[config.mk]
export PLATFORM = sky130hd
export DESIGN_NAME = frmc_core
export DESIGN_NICKNAME = d
export VERILOG_FILES = /design/src/frmc_pkg.sv /design/src/frmc_core.sv
export SDC_FILE = /design/constraint.sdc
export NUM_CORES = 1
export LEC_CHECK = 0
export BUFFER_PORTS_ARGS = -buffer_cell sky130_fd_sc_hd__buf_4
export CORE_UTILIZATION = 60
export CTS_CLUSTER_DIAMETER = 50
export DETAILED_ROUTE_END_ITERATION = 10
export GPL_TIMING_DRIVEN = 0
export PLACE_DENSITY_LB_ADDON = 0.2
export SLEW_MARGIN = 0
export SYNTH_ARGS = -nofsm -noshare
export SYNTH_HDL_FRONTEND = slang
export SYNTH_SLANG_ARGS = --single-unit
[constraint.sdc]
create_clock -name i_core_clk -period 11.5 [get_ports i_core_clk]
set_input_delay 0 -clock i_core_clk [delete_from_list [all_inputs] [get_ports i_core_clk]]
set_output_delay 0 -clock i_core_clk [all_outputs]
set_load 0.1 [all_outputs]
[src/frmc_pkg.sv]
package frmc_pkg;
	localparam int INT_W      = 12;
	localparam int FRAC_MSB_W = 12;
	localparam int FRAC_LSB_W = 13;
	localparam int FRAC_W     = 25;
	localparam int N_W        = INT_W + FRAC_W;
	localparam int HOP_W      = 16;
	localparam int SHIFT_W    = 4;
	localparam int TMR_W      = 12;
	localparam int IVL_W      = 24;
	localparam int STEP_W     = 20;
	localparam int RDIV_W     = 5;
	localparam int CELL_W     = 3;
	localparam logic [CELL_W-1:0] CELL_MAX = 3'h7;
	localparam int PFD_MAX_MHZ = 32;
	typedef enum logic [1:0] {
		FRMC_SINGLE_RAMP  = 2'h0,
		FRMC_SINGLE_SAW   = 2'h1,
		FRMC_SAW_RAMP     = 2'h2,
		FRMC_TRIANGLE     = 2'h3
	} frmc_wave_e;
	typedef enum logic [1:0] {
		FRMC_IDLE = 2'h0,
		FRMC_RUN  = 2'h1,
		FRMC_END  = 2'h2,
		FRMC_HOLD = 2'h3
	} frmc_state_e;
endpackage

[src/frmc_core.sv]
`timescale 1ns/100ps
// Behaviour
// - Fraction is 12-bit upper field above 13-bit lower field.
// - Phase-detector rate is reference times doubler, over divider, over halver.
// - Each imminent slip adds one extra charge pump cell while assist active.
// - After overshoot, extra cells switch off one at a time to zero.
// - At most seven extra cells enabled at once.
// - Slip assist works only while its enable bit is set.
// - FSK moves divide value by hop word shifted by hop shift while ramp idle.
// - PSK sets output phase 0 or 180 from trigger pin level.
// - Four waveforms: single ramp, single sawtooth, sawtooth, triangle.
// - Step interval is prescale times multiplier phase-detector periods.
// - 20-bit step count sets hops before waveform end action.
// - Single ramp adds shifted hop per interval, then holds final value.
// - Single sawtooth restores start value one interval after steps, then holds.
// - Sawtooth repeats single sawtooth until ramp disabled.
// - Triangle alternates add and subtract after each completed step count.
// - Two-bit mode field selects the ramp waveform.
// - Hop word select chooses which of two hop words a write loads.
module frmc_core (
	// Clock and reset
	input  wire logic                                 i_core_clk,
	input  wire logic                                 i_rst_n,
	// Divide value
	input  wire logic [frmc_pkg::INT_W-1:0]           i_int_value,
	input  wire logic [frmc_pkg::FRAC_MSB_W-1:0]      i_frac_msb,
	input  wire logic [frmc_pkg::FRAC_LSB_W-1:0]      i_frac_lsb,
	// Reference path
	input  wire logic                                 i_ref_doubler,
	input  wire logic                                 i_ref_halver,
	input  wire logic [frmc_pkg::RDIV_W-1:0]          i_ref_div,
	// Modulation
	input  wire logic                                 i_fsk_enable,
	input  wire logic                                 i_psk_enable,
	input  wire logic                                 i_mod_trigger,
	// Hop word loading
	input  wire logic                                 i_hop_write,
	input  wire logic                                 i_hop_word_select,
	input  wire logic [frmc_pkg::HOP_W-1:0]           i_hop_size_word,
	input  wire logic [frmc_pkg::SHIFT_W-1:0]         i_hop_size_shift,
	// Ramp
	input  wire logic                                 i_ramp_enable,
	input  wire logic [1:0]                           i_ramp_mode,
	input  wire logic [frmc_pkg::TMR_W-1:0]           i_ramp_prescale_count,
	input  wire logic [frmc_pkg::TMR_W-1:0]           i_ramp_timer_multiplier,
	input  wire logic [frmc_pkg::STEP_W-1:0]          i_step_count,
	// Slip assist
	input  wire logic                                 i_slip_assist_enable,
	input  wire logic                                 i_slip_imminent,
	input  wire logic                                 i_freq_passed,
	// Outputs
	output logic      [frmc_pkg::N_W-1:0]             o_divide_value,
	output logic                                      o_phase_invert,
	output logic      [frmc_pkg::CELL_W-1:0]          o_extra_cells,
	output logic      [frmc_pkg::RDIV_W+1:0]          o_pfd_mult,
	output logic      [frmc_pkg::RDIV_W:0]            o_pfd_div,
	output logic                                      o_ramp_busy
);
	localparam int N_W = frmc_pkg::N_W;

	// Trigger pin synchroniser
	logic trig_s1_q;
	logic trig_s2_q;
	always_ff @(posedge i_core_clk or negedge i_rst_n) begin
		if (!i_rst_n) begin
			trig_s1_q <= 1'b0;
			trig_s2_q <= 1'b0;
		end else begin
			trig_s1_q <= i_mod_trigger;
			trig_s2_q <= trig_s1_q;
		end
	end

	// Hop word banks
	logic [frmc_pkg::HOP_W-1:0]   hop_word_q  [2];
	logic [frmc_pkg::SHIFT_W-1:0] hop_shift_q [2];
	logic [frmc_pkg::HOP_W-1:0]   hop_word_d  [2];
	logic [frmc_pkg::SHIFT_W-1:0] hop_shift_d [2];
	genvar gi;
	generate
		for (gi = 0; gi < 2; gi++) begin : g_hop
			always_comb begin
				hop_word_d[gi]  = hop_word_q[gi];
				hop_shift_d[gi] = hop_shift_q[gi];
				if (i_hop_write && (i_hop_word_select == 1'(gi))) begin
					hop_word_d[gi]  = i_hop_size_word;
					hop_shift_d[gi] = i_hop_size_shift;
				end
			end
			always_ff @(posedge i_core_clk or negedge i_rst_n) begin
				if (!i_rst_n) begin
					hop_word_q[gi]  <= '0;
					hop_shift_q[gi] <= '0;
				end else begin
					hop_word_q[gi]  <= hop_word_d[gi];
					hop_shift_q[gi] <= hop_shift_d[gi];
				end
			end
		end
	endgenerate

	// Signed hop step, sign-extended then shifted
	logic [N_W-1:0] hop_step;
	logic [N_W-1:0] base_n;
	always_comb begin
		hop_step = {{(N_W-frmc_pkg::HOP_W){hop_word_q[0][frmc_pkg::HOP_W-1]}}, hop_word_q[0]} << hop_shift_q[0];
		base_n = {i_int_value, i_frac_msb, i_frac_lsb};
	end

	// Ramp sequencer
	frmc_pkg::frmc_state_e state_q, state_d;
	logic [N_W-1:0]                   ramp_n_q, ramp_n_d;
	logic [frmc_pkg::IVL_W-1:0]       tmr_q, tmr_d;
	logic [frmc_pkg::STEP_W-1:0]      steps_q, steps_d;
	logic                             down_q, down_d;
	logic [frmc_pkg::IVL_W-1:0]       interval;
	logic                             tick;
	always_comb begin
		interval = i_ramp_prescale_count * i_ramp_timer_multiplier;
		tick    = (tmr_q + 24'h000001 >= interval);
		tmr_d   = tick ? '0 : tmr_q + 24'h000001;
		state_d = state_q;
		ramp_n_d = ramp_n_q;
		steps_d = steps_q;
		down_d  = down_q;
		unique case (state_q)
			frmc_pkg::FRMC_IDLE: begin
				tmr_d    = '0;
				ramp_n_d = base_n;
				steps_d  = '0;
				down_d   = 1'b0;
				if (i_ramp_enable)
					state_d = frmc_pkg::FRMC_RUN;
			end
			frmc_pkg::FRMC_RUN: begin
				if (tick) begin
					ramp_n_d = down_q ? ramp_n_q - hop_step : ramp_n_q + hop_step;
					steps_d  = steps_q + 20'h00001;
					if (steps_q + 20'h00001 >= i_step_count) begin
						steps_d = '0;
						unique case (frmc_pkg::frmc_wave_e'(i_ramp_mode))
							frmc_pkg::FRMC_SINGLE_RAMP: state_d = frmc_pkg::FRMC_HOLD;
							frmc_pkg::FRMC_SINGLE_SAW:  state_d = frmc_pkg::FRMC_END;
							frmc_pkg::FRMC_SAW_RAMP:    state_d = frmc_pkg::FRMC_END;
							frmc_pkg::FRMC_TRIANGLE:    down_d  = ~down_q;
						endcase
					end
				end
			end
			frmc_pkg::FRMC_END: begin
				if (tick) begin
					ramp_n_d = base_n;
					state_d  = (frmc_pkg::frmc_wave_e'(i_ramp_mode) == frmc_pkg::FRMC_SAW_RAMP) ?
						frmc_pkg::FRMC_RUN : frmc_pkg::FRMC_HOLD;
				end
			end
			frmc_pkg::FRMC_HOLD: begin
				tmr_d = '0;
			end
		endcase
		if (!i_ramp_enable)
			state_d = frmc_pkg::FRMC_IDLE;
	end
	always_ff @(posedge i_core_clk or negedge i_rst_n) begin
		if (!i_rst_n) begin
			state_q  <= frmc_pkg::FRMC_IDLE;
			ramp_n_q <= '0;
			tmr_q    <= '0;
			steps_q  <= '0;
			down_q   <= 1'b0;
		end else begin
			state_q  <= state_d;
			ramp_n_q <= ramp_n_d;
			tmr_q    <= tmr_d;
			steps_q  <= steps_d;
			down_q   <= down_d;
		end
	end

	// Slip assist cell count
	logic [frmc_pkg::CELL_W-1:0] cells_q, cells_d;
	logic                        passed_q, passed_d;
	always_comb begin
		cells_d  = cells_q;
		passed_d = passed_q;
		if (!i_slip_assist_enable) begin
			cells_d  = '0;
			passed_d = 1'b0;
		end else if (passed_q || i_freq_passed) begin
			passed_d = (cells_q > 3'h1);
			if (cells_q != 3'h0)
				cells_d = cells_q - 3'h1;
		// add a cell; cap at seven
		end else if (i_slip_imminent && cells_q != frmc_pkg::CELL_MAX) begin
			cells_d = cells_q + 3'h1;
		end
	end
	always_ff @(posedge i_core_clk or negedge i_rst_n) begin
		if (!i_rst_n) begin
			cells_q  <= '0;
			passed_q <= 1'b0;
		end else begin
			cells_q  <= cells_d;
			passed_q <= passed_d;
		end
	end

	// Output stage
	logic [N_W-1:0]                divide_d;
	logic [frmc_pkg::RDIV_W+1:0]   mult_d;
	logic [frmc_pkg::RDIV_W:0]     div_d;
	always_comb begin
		divide_d = (state_q == frmc_pkg::FRMC_IDLE) ? base_n : ramp_n_q;
		if (i_fsk_enable && state_q == frmc_pkg::FRMC_IDLE)
			divide_d = trig_s2_q ? base_n + hop_step : base_n - hop_step;
		mult_d = i_ref_doubler ? 7'h02 : 7'h01;
		div_d  = i_ref_halver ? {i_ref_div, 1'b0} : {1'b0, i_ref_div};
	end
	always_ff @(posedge i_core_clk or negedge i_rst_n) begin
		if (!i_rst_n) begin
			o_divide_value <= '0;
			o_phase_invert <= 1'b0;
			o_extra_cells  <= '0;
			o_pfd_mult     <= '0;
			o_pfd_div      <= '0;
			o_ramp_busy    <= 1'b0;
		end else begin
			o_divide_value <= divide_d;
			o_phase_invert <= i_psk_enable & trig_s2_q;
			o_extra_cells  <= cells_d;
			o_pfd_mult     <= mult_d;
			o_pfd_div      <= div_d;
			o_ramp_busy    <= (state_d == frmc_pkg::FRMC_RUN) || (state_d == frmc_pkg::FRMC_END);
		end
	end
endmodule

* Word level (Yosys, flattened, before mapping)
Index checks and enable logic that the tools add are counted.
Widths: inputs -> output; s select.
** Storage, ports and cells
- Register bits :: 157
- Input port bits :: 121
- Output and inout bits :: 55
- Word-level logic and storage cells :: 95
** Operators by class
- $add $sub $neg :: 8
- Multiply operators :: 1
- Order comparisons :: 3
- Eq/ne operators :: 16
- Shift operators :: 1
- Mux-type cells :: 31
- Bitwise operators :: 3
- Reductions and logical operators :: 16
** Operators by type and width (number)
- $mux 37 :: 6
- $pmux 37 s3 :: 1
- $add 37x37->37 :: 2
- $sub 37x37->37 :: 2
- $mux 24 :: 2
- $mux 20 :: 2
- $pmux 20 s2 :: 1
- $shl 37x4->37 :: 1
- $add 24x1->24 const B :: 1
- $ge 24x24->1 :: 1
- $mul 12x12->24 :: 1
- $add 20x1->20 const B :: 1
- $ge 20x20->1 :: 1
- $mux 2 :: 6
- $mux 3 :: 4
- $eq 2x2->1 const B :: 5
- $ne 2x2->1 const B :: 4
- $eq 2x1->1 const B :: 3
- $mux 6 :: 1
- $pmux 2 s3 :: 1
- $reduce_bool 3->1 :: 2
- $mux 1 :: 5
- $logic_not 2->1 :: 2
- $pmux 2 s2 :: 1
- 17 further kinds :: 23

* Depth between registers and ports, before layout
- Depth in word-level cells :: 9
- Mapped depth :: 34
- Depth with buffers taken out :: 31

* Least setup slack after synthesis
OpenSTA, ideal clock, no wires.
- Path kind :: input to register
- Start point :: input i_ramp_timer_multiplier[5] (netlist bit)
- End point :: register ramp_n_q[33]
- Setup time :: 0.128 ns
- Data arrival time :: 7.612 ns
- Data required time :: 11.372 ns
- Setup slack :: 3.760 ns
- Stages :: 32
- Buffers on the path :: 3
- Cell sequence :: clkbuf_1 nand2_1 fa_1 fa_1 fa_1 inv_1 fa_1 inv_1 fa_1 inv_1 ha_1 nor4_1 o21ai_0 a41oi_1 o21ai_0 or4_1 a31oi_1 nor2b_1 o21a_1 o41a_1 xnor2_1 ha_1 nand4_1 a21oi_1 a221oi_1 nor2_1 a21oi_1 clkbuf_1 clkbuf_1 nor3b_1 a21oi_1 o21ai_0
** On the way
- Longest elaborated chain between the ends :: 4
- Elaborated cells between the ends (all ways) :: 5
- Classes of those cells :: mul: 1; order compare: 1; eq/ne: 2; reduce/logical: 1
** RTL lines
- start, declared :: RTL line frmc_core.sv:45 : input wire logic [frmc_pkg::TMR_W-1:0] i_ramp_timer_multiplier,
- $mul 12x12->24 * :: RTL line frmc_core.sv:119 : interval = i_ramp_prescale_count * i_ramp_timer_multiplier;
- $ge 24x24->1 * :: RTL line frmc_core.sv:120 : tick = (tmr_q + 24'h000001 >= interval);
- $ne 2x2->1 (no line)
- $reduce_and 3->1 (no line) *
- end signal, assigned :: RTL line frmc_core.sv:173 : ramp_n_q <= ramp_n_d;
- end, declared :: RTL line frmc_core.sv:112 : logic [N_W-1:0] ramp_n_q, ramp_n_d;
Mark *: on every way between the ends. The rest lies on a longest branch, timed or not.
A chain may end at the register's enable or synchronous reset.

* Worst setup path in the final report
- Start point :: input i_ramp_prescale_count[5] (netlist bit)
- End point :: register ramp_n_q[33]
** On the way
- Longest elaborated chain between the ends :: 4
- Elaborated cells between the ends (all ways) :: 5
- Classes of those cells :: mul: 1; order compare: 1; eq/ne: 2; reduce/logical: 1
** RTL lines
- start, declared :: RTL line frmc_core.sv:44 : input wire logic [frmc_pkg::TMR_W-1:0] i_ramp_prescale_count,
- $mul 12x12->24 * :: RTL line frmc_core.sv:119
- $ge 24x24->1 * :: RTL line frmc_core.sv:120
- $ne 2x2->1 (no line)
- $reduce_and 3->1 (no line) *
Marks and branches as above.

==> flow_metrics.tcl <==
set metrics [dict create \
    rr_worst_depth 26 \
    critPathKind "primary input to flip-flop" \
    wl_per_cell_um 18.5 \
    max_stage_delay_ns 1.12 \
    port_buffers 169 \
    p_sw_w 0.00296 \
    track_usage_pct 33.8 \
    worst_ep_arrival_time_ns 9.59 \
    clk_pin_slew_ns 0.07 \
    final.setup.tns_ns 0 \
    grt_antenna_before_repair 1 \
    finalClockSkew_ns 0.0160 \
    initial_utilization_pct 61.2 \
    cpMostUsedCell "fa_1" \
    r2r_start "hop_shift_q[7]$_DFFE_PN0P_" \
    syn-cell-area_mm2 0.0188 \
    rsz0062_at_grt "false" \
    io_pins 176 \
    routabilityCongestion 1.05 \
    viasPerCell 6.01 \
    insertion_delay_ns 0.46 \
    crit_buf_inv 7 \
    synth_enable_flop_cells 0 \
    hpwl_um 41300 \
    crit_end "ramp_n_q[33]$_DFFE_PN0P_" \
    synthesis.instances 2213 \
    violations "design-rule violations" \
    r2r_slack_ns 4.72 \
    leakagePower_nw 10.8 \
    synth_seq_cells 157 \
    critical_path.startpoint "i_ramp_prescale_count[5]" \
    p_int_w 0.00257 \
    tightest_slew_ns 1.40 \
    relSlewSlack_pct 6.65 \
    synth.largest_area_cell "dfrtp_1" \
    finalCriticalPeriod_ns 9.25 \
    min-delay-path-class "primary input to async pin" \
    synth_top_area_share_pct 20.9 \
    r2r_end "ramp_n_q[36]$_DFFE_PN0P_" \
    fillCellCount 2503 \
    htreeDepth 4 \
    crit_path_start_kind "primary input" \
    cts_inserted_buffers 17 \
    seq_area_frac_synth_pct 20.9 \
    die_area_mm2 0.0321 \
    ys_warn_count 0 \
    diodes 0 \
    p_clk_share_pct 11.1 \
    maxCapViolCount 0 \
    num-nets-final 2894 \
    die-width_um 179 \
    worst-path-stages 33 \
    fmax_mhz 108 \
    final_max_slew_viol_count 0 \
    finalCritPeriodShare_pct 80.4 \
    drt_iter0_markers 1367 \
    syn_to_final_growth_pct 16.9 \
    p_seq_share_pct 15.0 \
    async_reset_ff_share_pct 100 \
    peakVddDrop_mv 0.275 \
    core-area_mm2 0.0307 \
    p_comb_share_pct 73.9 \
    crit_slowest_cell "a221oi_1" \
    gr-total-overflow 0 \
    ys_top_cells_by_area "dfrtp_1, ha_1, fa_1, xnor2_1, nand2_1" \
    cts_buffer_depth 2 \
    status "complete, but fails checks" \
    synth_flop_cell "dfrtp_1" \
    grt_first_pass_wirelength_um 84400 \
    power_density_mw_per_mm2 251 \
    ant_nets 0 \
    via_count 17376 \
    cts.sinks 157 \
    cp-end-kind "flip-flop" \
    first_pass_iters 9 \
    root_buffer "clkbuf_16" \
    hold_viol_final 0 \
    syn_area_per_cell_um2 8.51 \
    ys_types 77 \
    critPathRequiredTime_ns 11.84 \
    wirelength_um 53300 \
    switching_share_pct 53.6 \
    place_ws_ns 1.85 \
    layout-drive-gt1-share_pct 10.9 \
    cts_tree "built" \
    rows 64 \
    grt_max_degree 106 \
    fin_ws_ns 2.25 \
    setup_viol 0 \
    drc_errors 12 \
    path_delay_family "compound AO/OA/AOI/OAI gates" \
    post_cts_buffers 0 \
    die_y_um 179 \
    grt_pass1_vias 16931 \
    crit_fanout 10 \
]
## how the worst min path moves through the flow
stage | end | slack, ns
global placement | trig_s1_q$_DFF_PN0_ | 0.11
detailed placement | hop_word_q[19]$_DFFE_PN0P_ | -0.05
global route | state_q[0]$_DFF_PN0_ | 0.08
floorplan | down_q$_DFFE_PN0P_ | -0.30
CTS | state_q[0]$_DFF_PN0_ | 0.04
finish | hop_shift_q[7]$_DFFE_PN0P_ | 0.06
## cells in the mapped netlist, types with 6 or more instances
master / instances
nor3b_1: 6
a211oi_1: 17
a21o_1: 56
xor2_1: 77
nand3_1: 32
or3_1: 8
o21bai_1: 9
mux2i_1: 62
buf_1: 7
nor4_1: 10
nor2b_1: 35
nor2_1: 183
a211o_1: 6
nor3_1: 40
xnor2_1: 96
or2_2: 6
a22oi_1: 6
ha_1: 190
o21ai_0: 120
buf_4: 6
nand2_1: 211
fa_1: 102
mux4_2: 12
mux2_2: 29
and4_1: 9
inv_1: 193
and3_1: 45
a31oi_1: 15
and2_1: 73
dfrtp_1: 157
o31ai_1: 11
o21a_1: 20
o31a_1: 6
a21oi_1: 142
nand2b_1: 24
o211ai_1: 11
clkbuf_1: 80
a22o_1: 13
nand4_1: 15
## registers in the layout, indices dropped and copies added, names as in the netlist, 3 cells and up
signal / count
ramp_n_q: 37
o_extra_cells: 3
steps_q: 20
tmr_q: 24
o_divide_value: 37
hop_shift_q: 4
o_pfd_div: 6
hop_word_q: 16
## layer usage
metal	vias up	global-route usage, %	part of all wire (%)
li1	8154	-	-
met1	8440	42.2	41
met2	660	57.0	49
met3	120	4.37	5.5
met4	2	17.6	4.8
met5	-	0	0.024
## cells in the final DEF (no fill, tap or decap), drive strengths merged, types with 11 or more instances in the layout
master | Yosys | routed
a211oi | 17 | 17
a21o | 56 | 56
a21oi | 142 | 142
a22o | 13 | 13
a31oi | 15 | 15
and2 | 74 | 74
and3 | 45 | 45
buf | 19 | 189
clkbuf | 80 | 100
dfrtp | 157 | 157
dlygate4sd3 | 0 | 75
fa | 102 | 102
ha | 190 | 190
inv | 193 | 196
mux2 | 29 | 29
mux2i | 63 | 63
mux4 | 15 | 15
nand2 | 211 | 211
nand2b | 24 | 24
nand3 | 32 | 32
nand4 | 16 | 16
nor2 | 184 | 184
nor2b | 35 | 35
nor3 | 40 | 40
o211ai | 11 | 11
o21a | 20 | 20
o21ai | 121 | 121
o31ai | 11 | 11
xnor2 | 96 | 96
xor2 | 77 | 77
## stage by stage
step / util (%) / std cells / hold slack (ns) / total power, W / instance area [um^2]
5_1_grt: 71.6 / 2890 / 0.0750 / 0.00597 / 22000
3_5_place_dp: 67.1 / 2783 / -0.0524 / 0.00482 / 20600
4_1_cts: 71.6 / 2890 / 0.0433 / 0.00549 / 22000
3_3_place_gp: 67.0 / 2782 / 0.111 / 0.00474 / 20600
6_report: 71.6 / 2890 / 0.0562 / 0.00552 / 22000
2_1_floorplan: - / 2217 / -0.296 / 0.00390 / 18800
## layout make-up
cell class              instances  area, um^2  area share (%)
multi-input cells            1768       13800            62.6
flip-flops and latches        157        3930            17.9
repair buffers                245        2050            9.33
inverters                     193         724            3.29
well taps                     396         495            2.25
clock buffers                  20         457            2.07
plain buffers                  99         408            1.85
clock inverters                12         158           0.716
## timing repair
action | in CTS | in global routing
hold endpoints to repair | 235 | 0
gates resized for setup | 0 | 0
hold buffers | 75 | 0
## logic make-up (layout without fill, tap and decap cells)
family,after synthesis,count (layout),share of synthesized area (%)
other,1,5,0.0199
XOR/XNOR,173,173,8.05
AO/OA/AOI/OAI,484,484,16.4
flip-flops,157,157,20.9
buffers and inverters,292,569,6.01
AND/OR/NAND/NOR,707,707,18.2
multiplexers,107,107,7.00
adder cells (fa/ha/maj),292,292,23.5
## power by group through the flow
stage / sequential [W] / combinational [W] / clock [W]
global route: 0.000845 / 0.00448 / 0.000640
finish: 0.000828 / 0.00408 / 0.000614
global placement: 0.000827 / 0.00391 / 0
CTS: 0.000822 / 0.00405 / 0.000620
floorplan: 0.00134 / 0.00256 / 0
detailed placement: 0.000830 / 0.00399 / 0
No activity file was read; power rests on OpenSTA's default activity.
